File: config.mk
export PLATFORM = sky130hd
export DESIGN_NAME = mtc_coder
export DESIGN_NICKNAME = d
export VERILOG_FILES = /design/src/logic/mtc_pkg.sv /design/src/logic/mtc_coder.sv
export SDC_FILE = /design/constraint.sdc
export NUM_CORES = 1
export LEC_CHECK = 0
export ABC_AREA = 1
export BUFFER_PORTS_ARGS = -buffer_cell sky130_fd_sc_hd__buf_2
export CAP_MARGIN = 10
export CORE_UTILIZATION = 55
export CTS_BUF_LIST = sky130_fd_sc_hd__clkbuf_8 sky130_fd_sc_hd__clkbuf_16
export DETAILED_ROUTE_END_ITERATION = 7
export PLACE_DENSITY = 0.78
export SLEW_MARGIN = 10
export SYNTH_ARGS = -nofsm -noshare
export SYNTH_HDL_FRONTEND = slang
export SYNTH_SLANG_ARGS = --single-unit
File: constraint.sdc
create_clock -name clk_sys -period 4.76 [get_ports clk_sys]
set_input_delay 0.476 -clock clk_sys [delete_from_list [all_inputs] [get_ports clk_sys]]
set_output_delay 0.476 -clock clk_sys [all_outputs]
set_load 0.01 [all_outputs]
File: src/logic/mtc_pkg.sv
package mtc_pkg;
  // register page and addresses
  localparam logic [7:0] MTC_PAGE = 8'h02;
  localparam logic [7:0] MTC_ADDR_DATA_LOW = 8'hC2;
  localparam logic [7:0] MTC_ADDR_DATA_MIDDLE = 8'hC3;
  localparam logic [7:0] MTC_ADDR_DATA_HIGH = 8'hC4;
  localparam logic [7:0] MTC_ADDR_CONTROL = 8'hC5;
  // control field positions
  localparam int MTC_BIT_READY = 7;
  localparam int MTC_BIT_ERROR = 6;
  localparam int MTC_BIT_FWD = 5;
  localparam int MTC_BIT_REV = 4;
  localparam int MTC_BIT_DMA = 2;
  localparam int MTC_BIT_ENDIAN = 1;
  localparam int MTC_BIT_MODE = 0;
  // writable control bits: fwd, rev, dma, endian, mode
  localparam logic [7:0] MTC_CTRL_WMASK = 8'h37;
  // reset values
  localparam logic [7:0] MTC_CTRL_RESET = 8'h00;
  localparam logic [7:0] MTC_DATA_RESET = 8'h00;
  // operation latency in clocks
  localparam logic [1:0] MTC_OP_CYCLES = 2'h2;

  typedef enum logic [1:0] {
    MTC_IDLE = 2'b00,
    MTC_BUSY = 2'b01,
    MTC_DONE = 2'b10
  } mtc_state_t;
endpackage : mtc_pkg

File: src/logic/mtc_coder.sv
`timescale 1ns/1ns
module mtc_coder
  import mtc_pkg::*;
(
  // clock and reset
  input wire logic clk_sys,
  input wire logic rst_n,
  // register bus from the core
  input wire logic [7:0] reg_page,
  input wire logic [7:0] reg_addr,
  input wire logic reg_wr,
  input wire logic reg_rd,
  input wire logic [7:0] reg_wdata,
  output logic [7:0] reg_rdata,
  // dma side: byte write of input data only
  input wire logic dma_wr,
  input wire logic [1:0] dma_idx,
  input wire logic [7:0] dma_wdata,
  // status levels
  output logic busy
);

  logic [7:0] ctrl_reg;
  logic [7:0] data_low_reg;
  logic [7:0] data_mid_reg;
  logic [7:0] data_high_reg;
  logic ready_reg;
  logic error_reg;
  logic op_decode_reg;
  logic [1:0] cnt_reg;
  mtc_state_t state_reg;
  logic [23:0] result;
  logic result_err;
  logic hit_page;
  logic wr_ctrl;
  logic start_fwd;
  logic start_rev;
  logic [7:0] lane_sel [3];

  // only accesses on our page respond; unused addresses are ignored
  assign hit_page = (reg_page == MTC_PAGE);
  assign wr_ctrl = reg_wr && hit_page && (reg_addr == MTC_ADDR_CONTROL);
  assign start_fwd = wr_ctrl && reg_wdata[MTC_BIT_FWD];
  assign start_rev = wr_ctrl && reg_wdata[MTC_BIT_REV] && !reg_wdata[MTC_BIT_FWD];

  // 3-of-6 symbol for one nibble
  function automatic logic [5:0] enc36(input logic [3:0] n);
    logic [5:0] s;
    s = 6'h00;
    unique case (n)
      4'h0: s = 6'h16;
      4'h1: s = 6'h0D;
      4'h2: s = 6'h0E;
      4'h3: s = 6'h0B;
      4'h4: s = 6'h1C;
      4'h5: s = 6'h19;
      4'h6: s = 6'h1A;
      4'h7: s = 6'h13;
      4'h8: s = 6'h2C;
      4'h9: s = 6'h25;
      4'hA: s = 6'h26;
      4'hB: s = 6'h23;
      4'hC: s = 6'h34;
      4'hD: s = 6'h31;
      4'hE: s = 6'h32;
      4'hF: s = 6'h29;
    endcase
    return s;
  endfunction : enc36

  // inverse lookup; bit 4 flags an invalid symbol
  function automatic logic [4:0] dec36(input logic [5:0] s);
    logic [4:0] r;
    r = 5'h10;
    for (int i = 0; i < 16; i++) begin
      if (enc36(4'(i)) == s) begin
        r = {1'b0, 4'(i)};
      end
    end
    return r;
  endfunction : dec36

  // Manchester: each data bit becomes bit,~bit; low 12 bits of input encode
  // into 24 bits. decoding flags any pair that is not complementary.
  always_comb begin
    logic [4:0] d0;
    logic [4:0] d1;
    logic [4:0] d2;
    logic [4:0] d3;
    logic [23:0] in24;
    d0 = 5'h00;
    d1 = 5'h00;
    d2 = 5'h00;
    d3 = 5'h00;
    in24 = {data_high_reg, data_mid_reg, data_low_reg};
    result = 24'h000000;
    result_err = 1'b0;
    if (!op_decode_reg) begin
      if (ctrl_reg[MTC_BIT_MODE]) begin
        result = {enc36(in24[15:12]), enc36(in24[11:8]), enc36(in24[7:4]),
                  enc36(in24[3:0])};
      end else begin
        for (int i = 0; i < 12; i++) begin
          result[2*i+1] = in24[i];
          result[2*i] = ~in24[i];
        end
      end
    end else begin
      if (ctrl_reg[MTC_BIT_MODE]) begin
        d0 = dec36(in24[5:0]);
        d1 = dec36(in24[11:6]);
        d2 = dec36(in24[17:12]);
        d3 = dec36(in24[23:18]);
        result = {8'h00, d3[3:0], d2[3:0], d1[3:0], d0[3:0]};
        result_err = d0[4] | d1[4] | d2[4] | d3[4];
      end else begin
        for (int i = 0; i < 12; i++) begin
          result[i] = in24[2*i+1];
          if (in24[2*i+1] == in24[2*i]) begin
            result_err = 1'b1;
          end
        end
      end
    end
  end

  // operation sequencer
  always_ff @(posedge clk_sys) begin
    if (!rst_n) begin
      state_reg <= MTC_IDLE;
      cnt_reg <= 2'h0;
      op_decode_reg <= 1'b0;
    end else begin
      unique case (state_reg)
        MTC_IDLE: begin
          if (start_fwd || start_rev) begin
            state_reg <= MTC_BUSY;
            cnt_reg <= MTC_OP_CYCLES;
            op_decode_reg <= start_rev;
          end
        end
        MTC_BUSY: begin
          cnt_reg <= cnt_reg - 2'h1;
          if (cnt_reg == 2'h1) begin
            state_reg <= MTC_DONE;
          end
        end
        MTC_DONE: begin
          state_reg <= MTC_IDLE;
        end
        default: state_reg <= MTC_IDLE;
      endcase
    end
  end

  // control register: writable bits, start bits clear when done
  always_ff @(posedge clk_sys) begin
    if (!rst_n) begin
      ctrl_reg <= MTC_CTRL_RESET;
    end else if (wr_ctrl) begin
      ctrl_reg <= reg_wdata & MTC_CTRL_WMASK;
    end else if (state_reg == MTC_DONE) begin
      ctrl_reg[MTC_BIT_FWD] <= 1'b0;
      ctrl_reg[MTC_BIT_REV] <= 1'b0;
    end
  end

  // ready and error flags; a control write clears them, completion sets ready, a failed decode sets error
  always_ff @(posedge clk_sys) begin
    if (!rst_n) begin
      ready_reg <= 1'b0;
      error_reg <= 1'b0;
    end else begin
      if (state_reg == MTC_DONE) begin
        ready_reg <= 1'b1;
      end else if (wr_ctrl) begin
        ready_reg <= 1'b0;
      end
      // the error is set only when a decode finds an invalid symbol or pair; a control write clears it, but that set wins in the same cycle
      if (state_reg == MTC_DONE && op_decode_reg && result_err) begin
        error_reg <= 1'b1;
      end else if (wr_ctrl) begin
        error_reg <= 1'b0;
      end
    end
  end

  // dma byte lanes: big-endian puts index 0 on the high byte
  assign lane_sel[0] = 8'(ctrl_reg[MTC_BIT_ENDIAN] ? 2 : 0);
  assign lane_sel[1] = 8'h01;
  assign lane_sel[2] = 8'(ctrl_reg[MTC_BIT_ENDIAN] ? 0 : 2);

  // data bytes: bus write, dma write, or result load
  always_ff @(posedge clk_sys) begin
    if (!rst_n) begin
      data_low_reg <= MTC_DATA_RESET;
      data_mid_reg <= MTC_DATA_RESET;
      data_high_reg <= MTC_DATA_RESET;
    end else if (state_reg == MTC_DONE) begin
      {data_high_reg, data_mid_reg, data_low_reg} <= result;
    end else if (reg_wr && hit_page) begin
      if (reg_addr == MTC_ADDR_DATA_LOW) data_low_reg <= reg_wdata;
      if (reg_addr == MTC_ADDR_DATA_MIDDLE) data_mid_reg <= reg_wdata;
      if (reg_addr == MTC_ADDR_DATA_HIGH) data_high_reg <= reg_wdata;
    end else if (dma_wr && ctrl_reg[MTC_BIT_DMA] && dma_idx != 2'h3) begin
      unique case (lane_sel[dma_idx][1:0])
        2'h0: data_low_reg <= dma_wdata;
        2'h1: data_mid_reg <= dma_wdata;
        default: data_high_reg <= dma_wdata;
      endcase
    end
  end

  // registered read data, page-decoded; other addresses read zero
  always_ff @(posedge clk_sys) begin
    if (!rst_n) begin
      reg_rdata <= 8'h00;
    end else if (reg_rd && hit_page) begin
      unique case (reg_addr)
        MTC_ADDR_DATA_LOW: reg_rdata <= data_low_reg;
        MTC_ADDR_DATA_MIDDLE: reg_rdata <= data_mid_reg;
        MTC_ADDR_DATA_HIGH: reg_rdata <= data_high_reg;
        MTC_ADDR_CONTROL: reg_rdata <= {ready_reg, error_reg, ctrl_reg[5:0]};
        default: reg_rdata <= 8'h00;
      endcase
    end else begin
      reg_rdata <= 8'h00;
    end
  end

  // busy level from a flop
  always_ff @(posedge clk_sys) begin
    if (!rst_n) begin
      busy <= 1'b0;
    end else begin
      busy <= (state_reg == MTC_IDLE) ? (start_fwd || start_rev) : (state_reg == MTC_BUSY);
    end
  end

endmodule : mtc_coder

==> results of run 1 <==
-- worst max-delay path: stages (launching register included) --
cell and delay [ps]:
sky130_fd_sc_hd__dfxtp_1 460, sky130_fd_sc_hd__inv_1 170, sky130_fd_sc_hd__ha_1 280, sky130_fd_sc_hd__nand3_1 150
sky130_fd_sc_hd__nand2_1 70, sky130_fd_sc_hd__nor2_1 180, sky130_fd_sc_hd__o21ai_0 120, sky130_fd_sc_hd__nand2_1 110
sky130_fd_sc_hd__o21ai_0 120, sky130_fd_sc_hd__a221o_1 380, sky130_fd_sc_hd__a21oi_2 260, sky130_fd_sc_hd__inv_1 110
sky130_fd_sc_hd__nand3_1 100, sky130_fd_sc_hd__nand3_1 70, sky130_fd_sc_hd__nand2_1 70
-- layer usage --
| metal | wire [µm] | vias up | GRT usage [%] |
|---|---|---|---|
| met5 | 0 | - | 0 |
| met3 | 1480 | 35 | 5.67 |
| li1 | - | 2721 | - |
| met2 | 7360 | 302 | 52.2 |
| met1 | 6940 | 2564 | 46.8 |
| met4 | 352 | 0 | 12.1 |
-- final timing paths --
check	cells after the start	slack, ps	to
setup / recovery	14	2060	register
hold / removal	3	360	ctrl_reg[1]
setup reg to reg	14	2060	register
hold reg to reg	1	490	cnt_reg[0]
-- logic make-up after synthesis --
family                     count (synthesis)  share of synthesized area, %
adders and majority gates                 49                          12.0
AOI/OAI and AO/OA                        142                          17.6
and+or+nand+nor                          408                          35.2
DFF                                       69                          27.0
buffers and inverters                    112                          8.24
-- through the flow --
step                power [mW]  util (%)  area, µm²
CTS                       1.03      63.3       5600
finish                    1.03      63.3       5600
floorplan                0.613         -       5110
global route              1.06      63.3       5600
detailed placement       0.639      61.6       5450
global placement         0.639      61.6       5450
-- power groups by stage --
stage	registers (mW)	clock network, mW	logic (mW)
after detailed placement	0.592	0	0.0479
final	0.578	0.403	0.0490
after CTS	0.578	0.402	0.0481
after global routing	0.578	0.431	0.0529
after global placement	0.591	0	0.0470
after floorplan	0.591	0	0.0222
-- area by class of cell --
class | count | area (µm²)
inverter | 100 | 375
clock buffer | 9 | 124
tap | 108 | 135
timing repair buffer | 48 | 243
multi-input combinational | 599 | 3310
fill | 817 | 3250
sequential | 69 | 1380
clock inverter | 6 | 32.5
-- Yosys cell counts (all sizes together), types with 2 or more instances --
master  instances
o22ai          12
o21ai          43
nand4           9
o31ai           2
clkbuf         11
o21bai          2
nand2         201
a31oi           6
nor4            4
o21a            4
and3            2
a22oi           4
nor2           78
a221oi          6
o211ai          2
a21oi          42
nand3          97
o22a            2
a211oi          9
ha             49
dfxtp          69
nand3b          2
o221ai          2
nor3           15
inv           100
==> tab_implementation.tex, run 1 <==
\begin{tabular}{lr}
\hline
Metric & Value \\
\hline
\multicolumn{2}{l}{\textbf{Synthesis}} \\
Cells after Synth & 780 \\
Syn nets & 868 \\
Number of enable flip-flop cells after synthesis & 0 \\
Unique cell type count in the Yosys netlist & 46 \\
Number of synthesized register bits & 69 \\
Area share of the largest cell type after synthesis & 27.0\% \\
Average cell area after synthesis & 6.56 µm² \\
Proportion of synthesized flip-flops having asynchronous set or reset & 0\% \\
Cell type contributing the most total cell area after synthesis & sky130\_fd\_sc\_hd\_\_dfxtp\_1 \\
Largest cells by area after synthesis & sky130\_fd\_sc\_hd\_\_dfxtp\_1 27\%, sky130\_fd\_sc\_hd\_\_nand2\_1 14\%, sky130\_fd\_sc\_hd\_\_ha\_1 12\% \\
Synth Cell Area & slightly above 5000 µm² \\
Sequential-to-total area share from yosys stat & 27.0\% \\
Number of warnings printed during yosys synthesis & 0 \\
Ys flop type & sky130\_fd\_sc\_hd\_\_dfxtp\_1 \\
\multicolumn{2}{l}{\textbf{Floorplanning}} \\
Core box area & between 8000 and 9000 µm² \\
Effective utilization at floorplan & 57.8\% \\
FP Rows & 34 \\
Chip height & 98.4 µm \\
Number of top-level design ports & 48 \\
Die X-Extent & 98.4 µm \\
Die area & a little under 10000 µm² \\
\multicolumn{2}{l}{\textbf{Global routing}} \\
Congestion Overflow GR & 0 \\
Global-route wire length before repair & approximately 25000 µm \\
Total routing resource utilization after global routing & between 30 and 40\% \\
Vias in the first global route & 4911 \\
Initial antenna violation count & 1 \\
Maximum number of pins on one net before global-route repair & 33 \\
\multicolumn{2}{l}{\textbf{Power and ir drop}} \\
Peak ir drop on the vdd network & 0.179 mV \\
Combinational share of power & 4.8\% \\
Lkg Pwr & 2.71 nW \\
Net switching power & 0.252 mW \\
Clock group share of total power & between 30\% and 40\% \\
Net switching fraction of the power & 24.5\% \\
Register share of total power & a little under three fifths \\
Internal Dissipation & 0.778 mW \\
Power Dens Cells & 184 nW/µm² \\
\multicolumn{2}{l}{\textbf{STA}} \\
Count of final setup violators & 0 \\
Final hold slack & between 300 and 400 ps \\
Final period demand of the worst path & 2700 ps \\
Achievable frequency & 370 MHz \\
Hold violation count in the final report & 0 \\
Unrepaired setup endpoints after global routing & false \\
Count of pins over their slew limit & 0 \\
Ratio of final minimum period to clock period & a little under three fifths \\
Worst slew margin relative to its limit & between 40 and 50\% \\
Crit path setup slack, layout & 2060 ps \\
Layout Skew & 10.7 ps \\
TNS Setup & 0 ps \\
Worst slew pin tran & 843 ps \\
\multicolumn{2}{l}{\textbf{Place}} \\
DP Cell Count & 924 \\
Hpwl dp & between 10000 and 15000 µm \\
Port-buffer cells & 47 \\
GP Congestion & 1.03 \\
Setup slack at placement & 2040 ps \\
\multicolumn{2}{l}{\textbf{Clock network}} \\
Hold-fix buffers, CTS & 0 \\
CTS sink count & 69 \\
Clock buffers created by TritonCTS & 9 \\
H-tree lvl count & 3 \\
Root buffer cell & sky130\_fd\_sc\_hd\_\_clkbuf\_8 \\
Skew-Pair Late Insertion Delay & approximately 350 ps \\
Post-CTS sizing & 0 \\
Number of setup buffers added after CTS & 0 \\
CTS tree & done \\
Number of buffers between clock root and the deepest sink & 2 \\
Clk slew on worst S/H paths & 70 ps \\
\multicolumn{2}{l}{\textbf{Worst setup path}} \\
Reg-to-reg startpoint & data\_mid\_reg[6] \\
Worst EP required & 5050 ps \\
Critical path start-end classification & register to register \\
Start point of the critical path & data\_mid\_reg[6] \\
Maximum net fanout on the critical path & 6 \\
Arrival time at the worst endpoint & 3000 ps \\
Type of destination of the critical path & register \\
Type of element launching the critical path & register \\
\multicolumn{2}{l}{\textbf{Finish}} \\
Antenna diode count & 0 \\
Fraction of layout cells with a size suffix above 1 & 12.2\% \\
Most common cell after layout, fill and taps aside & sky130\_fd\_sc\_hd\_\_nand2\_1 \\
Final std cells w/o fill & approximately 940 \\
Number of nets in the layout & 915 \\
Layout area overhead & 9.54\% \\
Most used cells in the layout excluding fill and tap cells & 194 x sky130\_fd\_sc\_hd\_\_nand2\_1, 97 x sky130\_fd\_sc\_hd\_\_nand3\_1, 87 x sky130\_fd\_sc\_hd\_\_inv\_1 \\
\multicolumn{2}{l}{\textbf{Job}} \\
Number of max-capacitance violations reported & 0 \\
\multicolumn{2}{l}{\textbf{Route}} \\
Total via count in the routed design & 5622 \\
Initial DRC count & 626 \\
DRC violations left & 0 \\
Final routed wire length divided by cell count & 17.2 µm \\
Final WL & approximately 16000 µm \\
Number of detailed-route iterations in the first pass & 8 \\
Residual antenna-violating net count after detailed routing & 0 \\
Post-DR vias/cell & between 5 and 6 \\
\multicolumn{2}{l}{\textbf{Min path}} \\
Worst hold-check path type & primary input to register \\
Origin of the worst min-delay path & reg\_wdata[1] \\
\multicolumn{2}{l}{\textbf{Status}} \\
Result of the run & complete, no violations \\
\hline
\end{tabular}
No activity file was read; power rests on OpenSTA's default activity.
==> run 2, diff against run 1 <==
clock period = 2.6 ns   (was 4.76 ns; I/O delays follow)
==> run 2 against run 1 <==
  * Total power increased by 97%
  * Via count is 4.0% higher
  * Hold slack worse by 210 ps
  * Routed wire length up 3.7%
  * Core utilization increased by 4.4 points
  * Non-clock buffer count rose by 21
==> tab_implementation.tex, run 2 (synthesis gave the netlist of run 1 again) <==
\begin{tabular}{lr}
\hline
Metric & Value \\
\hline
\multicolumn{2}{l}{\textbf{STA}} \\
Count of final setup violators & 0 (unchanged) \\
Ratio of final minimum period to clock period & 94.6\% (was 56.8\%) \\
Final period demand of the worst path & 2460 ps (was 2700 ps) \\
Hold violation count in the final report & 0 (unchanged) \\
Count of pins over their slew limit & 0 (unchanged) \\
Layout Skew & 10.3 ps (was 10.7 ps) \\
Achievable frequency & 407 MHz (was 370 MHz) \\
Worst slew margin relative to its limit & 40.3\% (was 43.7\%) \\
TNS Setup & 0 ps (unchanged) \\
Worst slew pin tran & 894 ps (was 843 ps) \\
\multicolumn{2}{l}{\textbf{Min path}} \\
Endpoint with the worst hold slack & ctrl\_reg[1] (unchanged) \\
Origin of the worst min-delay path & reg\_wdata[1] (unchanged) \\
Worst hold-check path type & primary input to register (unchanged) \\
Number of stages on the worst hold path & 3 (unchanged) \\
\multicolumn{2}{l}{\textbf{Global routing}} \\
Initial antenna violation count & 0 (was 1) \\
Congestion Overflow GR & 0 (unchanged) \\
Global-route wire length before repair & 26000 µm (was 25400 µm) \\
Vias in the first global route & 5315 (was 4911) \\
Maximum number of pins on one net before global-route repair & 32 (was 33) \\
Total routing resource utilization after global routing & 34.2\% (was 33.5\%) \\
\multicolumn{2}{l}{\textbf{Worst setup path}} \\
Arrival time at the worst endpoint & 2710 ps (was 3000 ps) \\
Critical path's most frequent cell & sky130\_fd\_sc\_hd\_\_nand2\_1 \\
Register-to-Register Setup Slack & 140 ps (was 2060 ps) \\
Reg-to-reg startpoint & data\_mid\_reg[4] (was data\_mid\_reg[6]) \\
Slowest CP cell & sky130\_fd\_sc\_hd\_\_dfxtp\_4 (was sky130\_fd\_sc\_hd\_\_dfxtp\_1) \\
Maximum net fanout on the critical path & 4 (was 6) \\
Worst r2r path cells & 25 (was 14) \\
Critical path start-end classification & register to register (unchanged) \\
Worst stage delay on the critical path & 400 ps (was 460 ps) \\
Type of destination of the critical path & register (unchanged) \\
Worst EP required & 2850 ps (was 5050 ps) \\
Type of element launching the critical path & register (unchanged) \\
\multicolumn{2}{l}{\textbf{Finish}} \\
Number of nets in the layout & 936 (was 915) \\
Most common cell after layout, fill and taps aside & sky130\_fd\_sc\_hd\_\_nand2\_1 (unchanged) \\
Most used cells in the layout excluding fill and tap cells & 188 x sky130\_fd\_sc\_hd\_\_nand2\_1, 96 x sky130\_fd\_sc\_hd\_\_nand3\_1, 79 x sky130\_fd\_sc\_hd\_\_inv\_1 (was 194 x sky130\_fd\_sc\_hd\_\_nand2\_1, 97 x sky130\_fd\_sc\_hd\_\_nand3\_1, 87 x sky130\_fd\_sc\_hd\_\_inv\_1) \\
Antenna diode count & 0 (unchanged) \\
Number of filler instances in the final layout & 756 (was 817) \\
Fraction of layout cells with a size suffix above 1 & 20.9\% (was 12.2\%) \\
Layout area overhead & 17.1\% (was 9.54\%) \\
\multicolumn{2}{l}{\textbf{Route}} \\
DRC violations left & 0 (unchanged) \\
Initial DRC count & 538 (was 626) \\
Final WL & 16700 µm (was 16100 µm) \\
Number of detailed-route iterations in the first pass & 6 (was 8) \\
Residual antenna-violating net count after detailed routing & 0 (unchanged) \\
Final routed wire length divided by cell count & 17.4 µm (was 17.2 µm) \\
Post-DR vias/cell & 6.08 (was 5.99) \\
Total via count in the routed design & 5847 (was 5622) \\
\multicolumn{2}{l}{\textbf{Clock network}} \\
Skew-Pair Late Insertion Delay & 350 ps (about the same) \\
Root buffer cell & sky130\_fd\_sc\_hd\_\_clkbuf\_8 (unchanged) \\
CTS tree & done (unchanged) \\
CTS sink count & 69 (unchanged) \\
Clock buffers created by TritonCTS & 9 (unchanged) \\
Hold-fix buffers, CTS & 0 (unchanged) \\
Number of buffers between clock root and the deepest sink & 2 (unchanged) \\
Clk slew on worst S/H paths & 80 ps (was 70 ps) \\
H-tree lvl count & 3 (unchanged) \\
\multicolumn{2}{l}{\textbf{Job}} \\
Number of max-capacitance violations reported & 0 (unchanged) \\
\multicolumn{2}{l}{\textbf{Floorplanning}} \\
Chip height & 98.4 µm (unchanged) \\
Die area & 9690 µm² (unchanged) \\
FP Rows & 34 (unchanged) \\
Die X-Extent & 98.4 µm (unchanged) \\
Core box area & 8850 µm² (unchanged) \\
Number of top-level design ports & 48 (unchanged) \\
Effective utilization at floorplan & 57.8\% (unchanged) \\
\multicolumn{2}{l}{\textbf{Place}} \\
Port-buffer cells & 47 (unchanged) \\
Hpwl dp & 12800 µm (was 12700 µm) \\
GP Congestion & 1.04 (was 1.03) \\
\multicolumn{2}{l}{\textbf{Power and ir drop}} \\
Peak ir drop on the vdd network & 0.330 mV (was 0.179 mV) \\
Sum of internal, switching and leakage power & 2.03 mW (was 1.03 mW) \\
Lkg Pwr & 2.84 nW (was 2.71 nW) \\
Power Dens Cells & 338 nW/µm² (was 184 nW/µm²) \\
\multicolumn{2}{l}{\textbf{Status}} \\
Result of the run & complete, no violations (unchanged) \\
\hline
\end{tabular}
-- run 2: changes by cell type in the layout (fill, tap and decap cells not counted), moves of 8 or more --
cell / before / now
sky130_fd_sc_hd__buf_4: 1 / 21
sky130_fd_sc_hd__ha_1: 49 / 28
sky130_fd_sc_hd__inv_1: 87 / 79
sky130_fd_sc_hd__ha_2: 0 / 16
sky130_fd_sc_hd__dfxtp_2: 0 / 12
sky130_fd_sc_hd__dfxtp_1: 69 / 53
-- run 2: per-stage QoR --
stage          util, %  setup WS [ps]  area (µm²)  hold WS (ps)  instances
2_1_floorplan        -            518        5110           395        780
3_3_place_gp      63.2           17.6        5590           448        942
3_5_place_dp      63.2          -5.85        5590           451        942
4_1_cts           65.5           32.8        5790           152        958
5_1_grt           67.7          -52.8        5990           172        961
6_report          67.7            141        5990           151        961
-- run 2: per-layer routing --
metal | up-vias | GRT usage (%) | share of wire (%)
li1 | 2751 | - | -
met3 | 55 | 8.01 | 10
met5 | - | 0 | 0
met1 | 2716 | 44.4 | 41
met2 | 325 | 54.3 | 45
met4 | 0 | 15.3 | 3.4
-- run 2: how the worst max path moves through the flow --
| stage | start | to | slack [ps] | cells past startpoint |
|---|---|---|---|---|
| after floorplan | data_mid_reg[5] | register | 520 | 15 |
| after global placement | data_mid_reg[4] | register | 20 | 14 |
| after detailed placement | data_mid_reg[5] | register | -6 | 14 |
| after CTS | data_mid_reg[4] | register | 30 | 26 |
| after global routing | data_mid_reg[4] | register | -50 | 25 |
| final | data_mid_reg[4] | register | 140 | 25 |
-- run 2: layout make-up --
cell class                 count  area [µm²]  area share [%]
multi-input combinational    599        3460            57.7
inverter                     100         382            6.37
sequential                    69        1410            23.6
timing repair buffer          69         413            6.89
clock inverter                 6        55.1           0.919
tap                          108         135            2.26
clock buffer                  10         138            2.30
-- run 2: worst max-delay path, delay by kind of cell, from the launching register on --
| kind | cells | cell delay (ps) |
|---|---|---|
| flip-flops | 1 | 400 |
| buffers and inverters | 1 | 140 |
| AND/OR/NAND/NOR | 23 | 1600 |
| adder cells (fa/ha/maj) | 1 | 230 |
-- run 2: report_power, final --
group	switching, mW	total (mW)	leakage (nW)	internal [mW]
logic	0.0567	0.0931	2.17	0.0365
registers	0.00101	1.05	0.566	1.05
clock network	0.422	0.881	0.105	0.459
total	0.479	2.03	2.84	1.55
-- run 2: timing repair --
item                       CTS  global route
pin swaps                    0             2
setup endpoints to repair    2            14
setup buffers                0             3
gates resized for setup      1            67
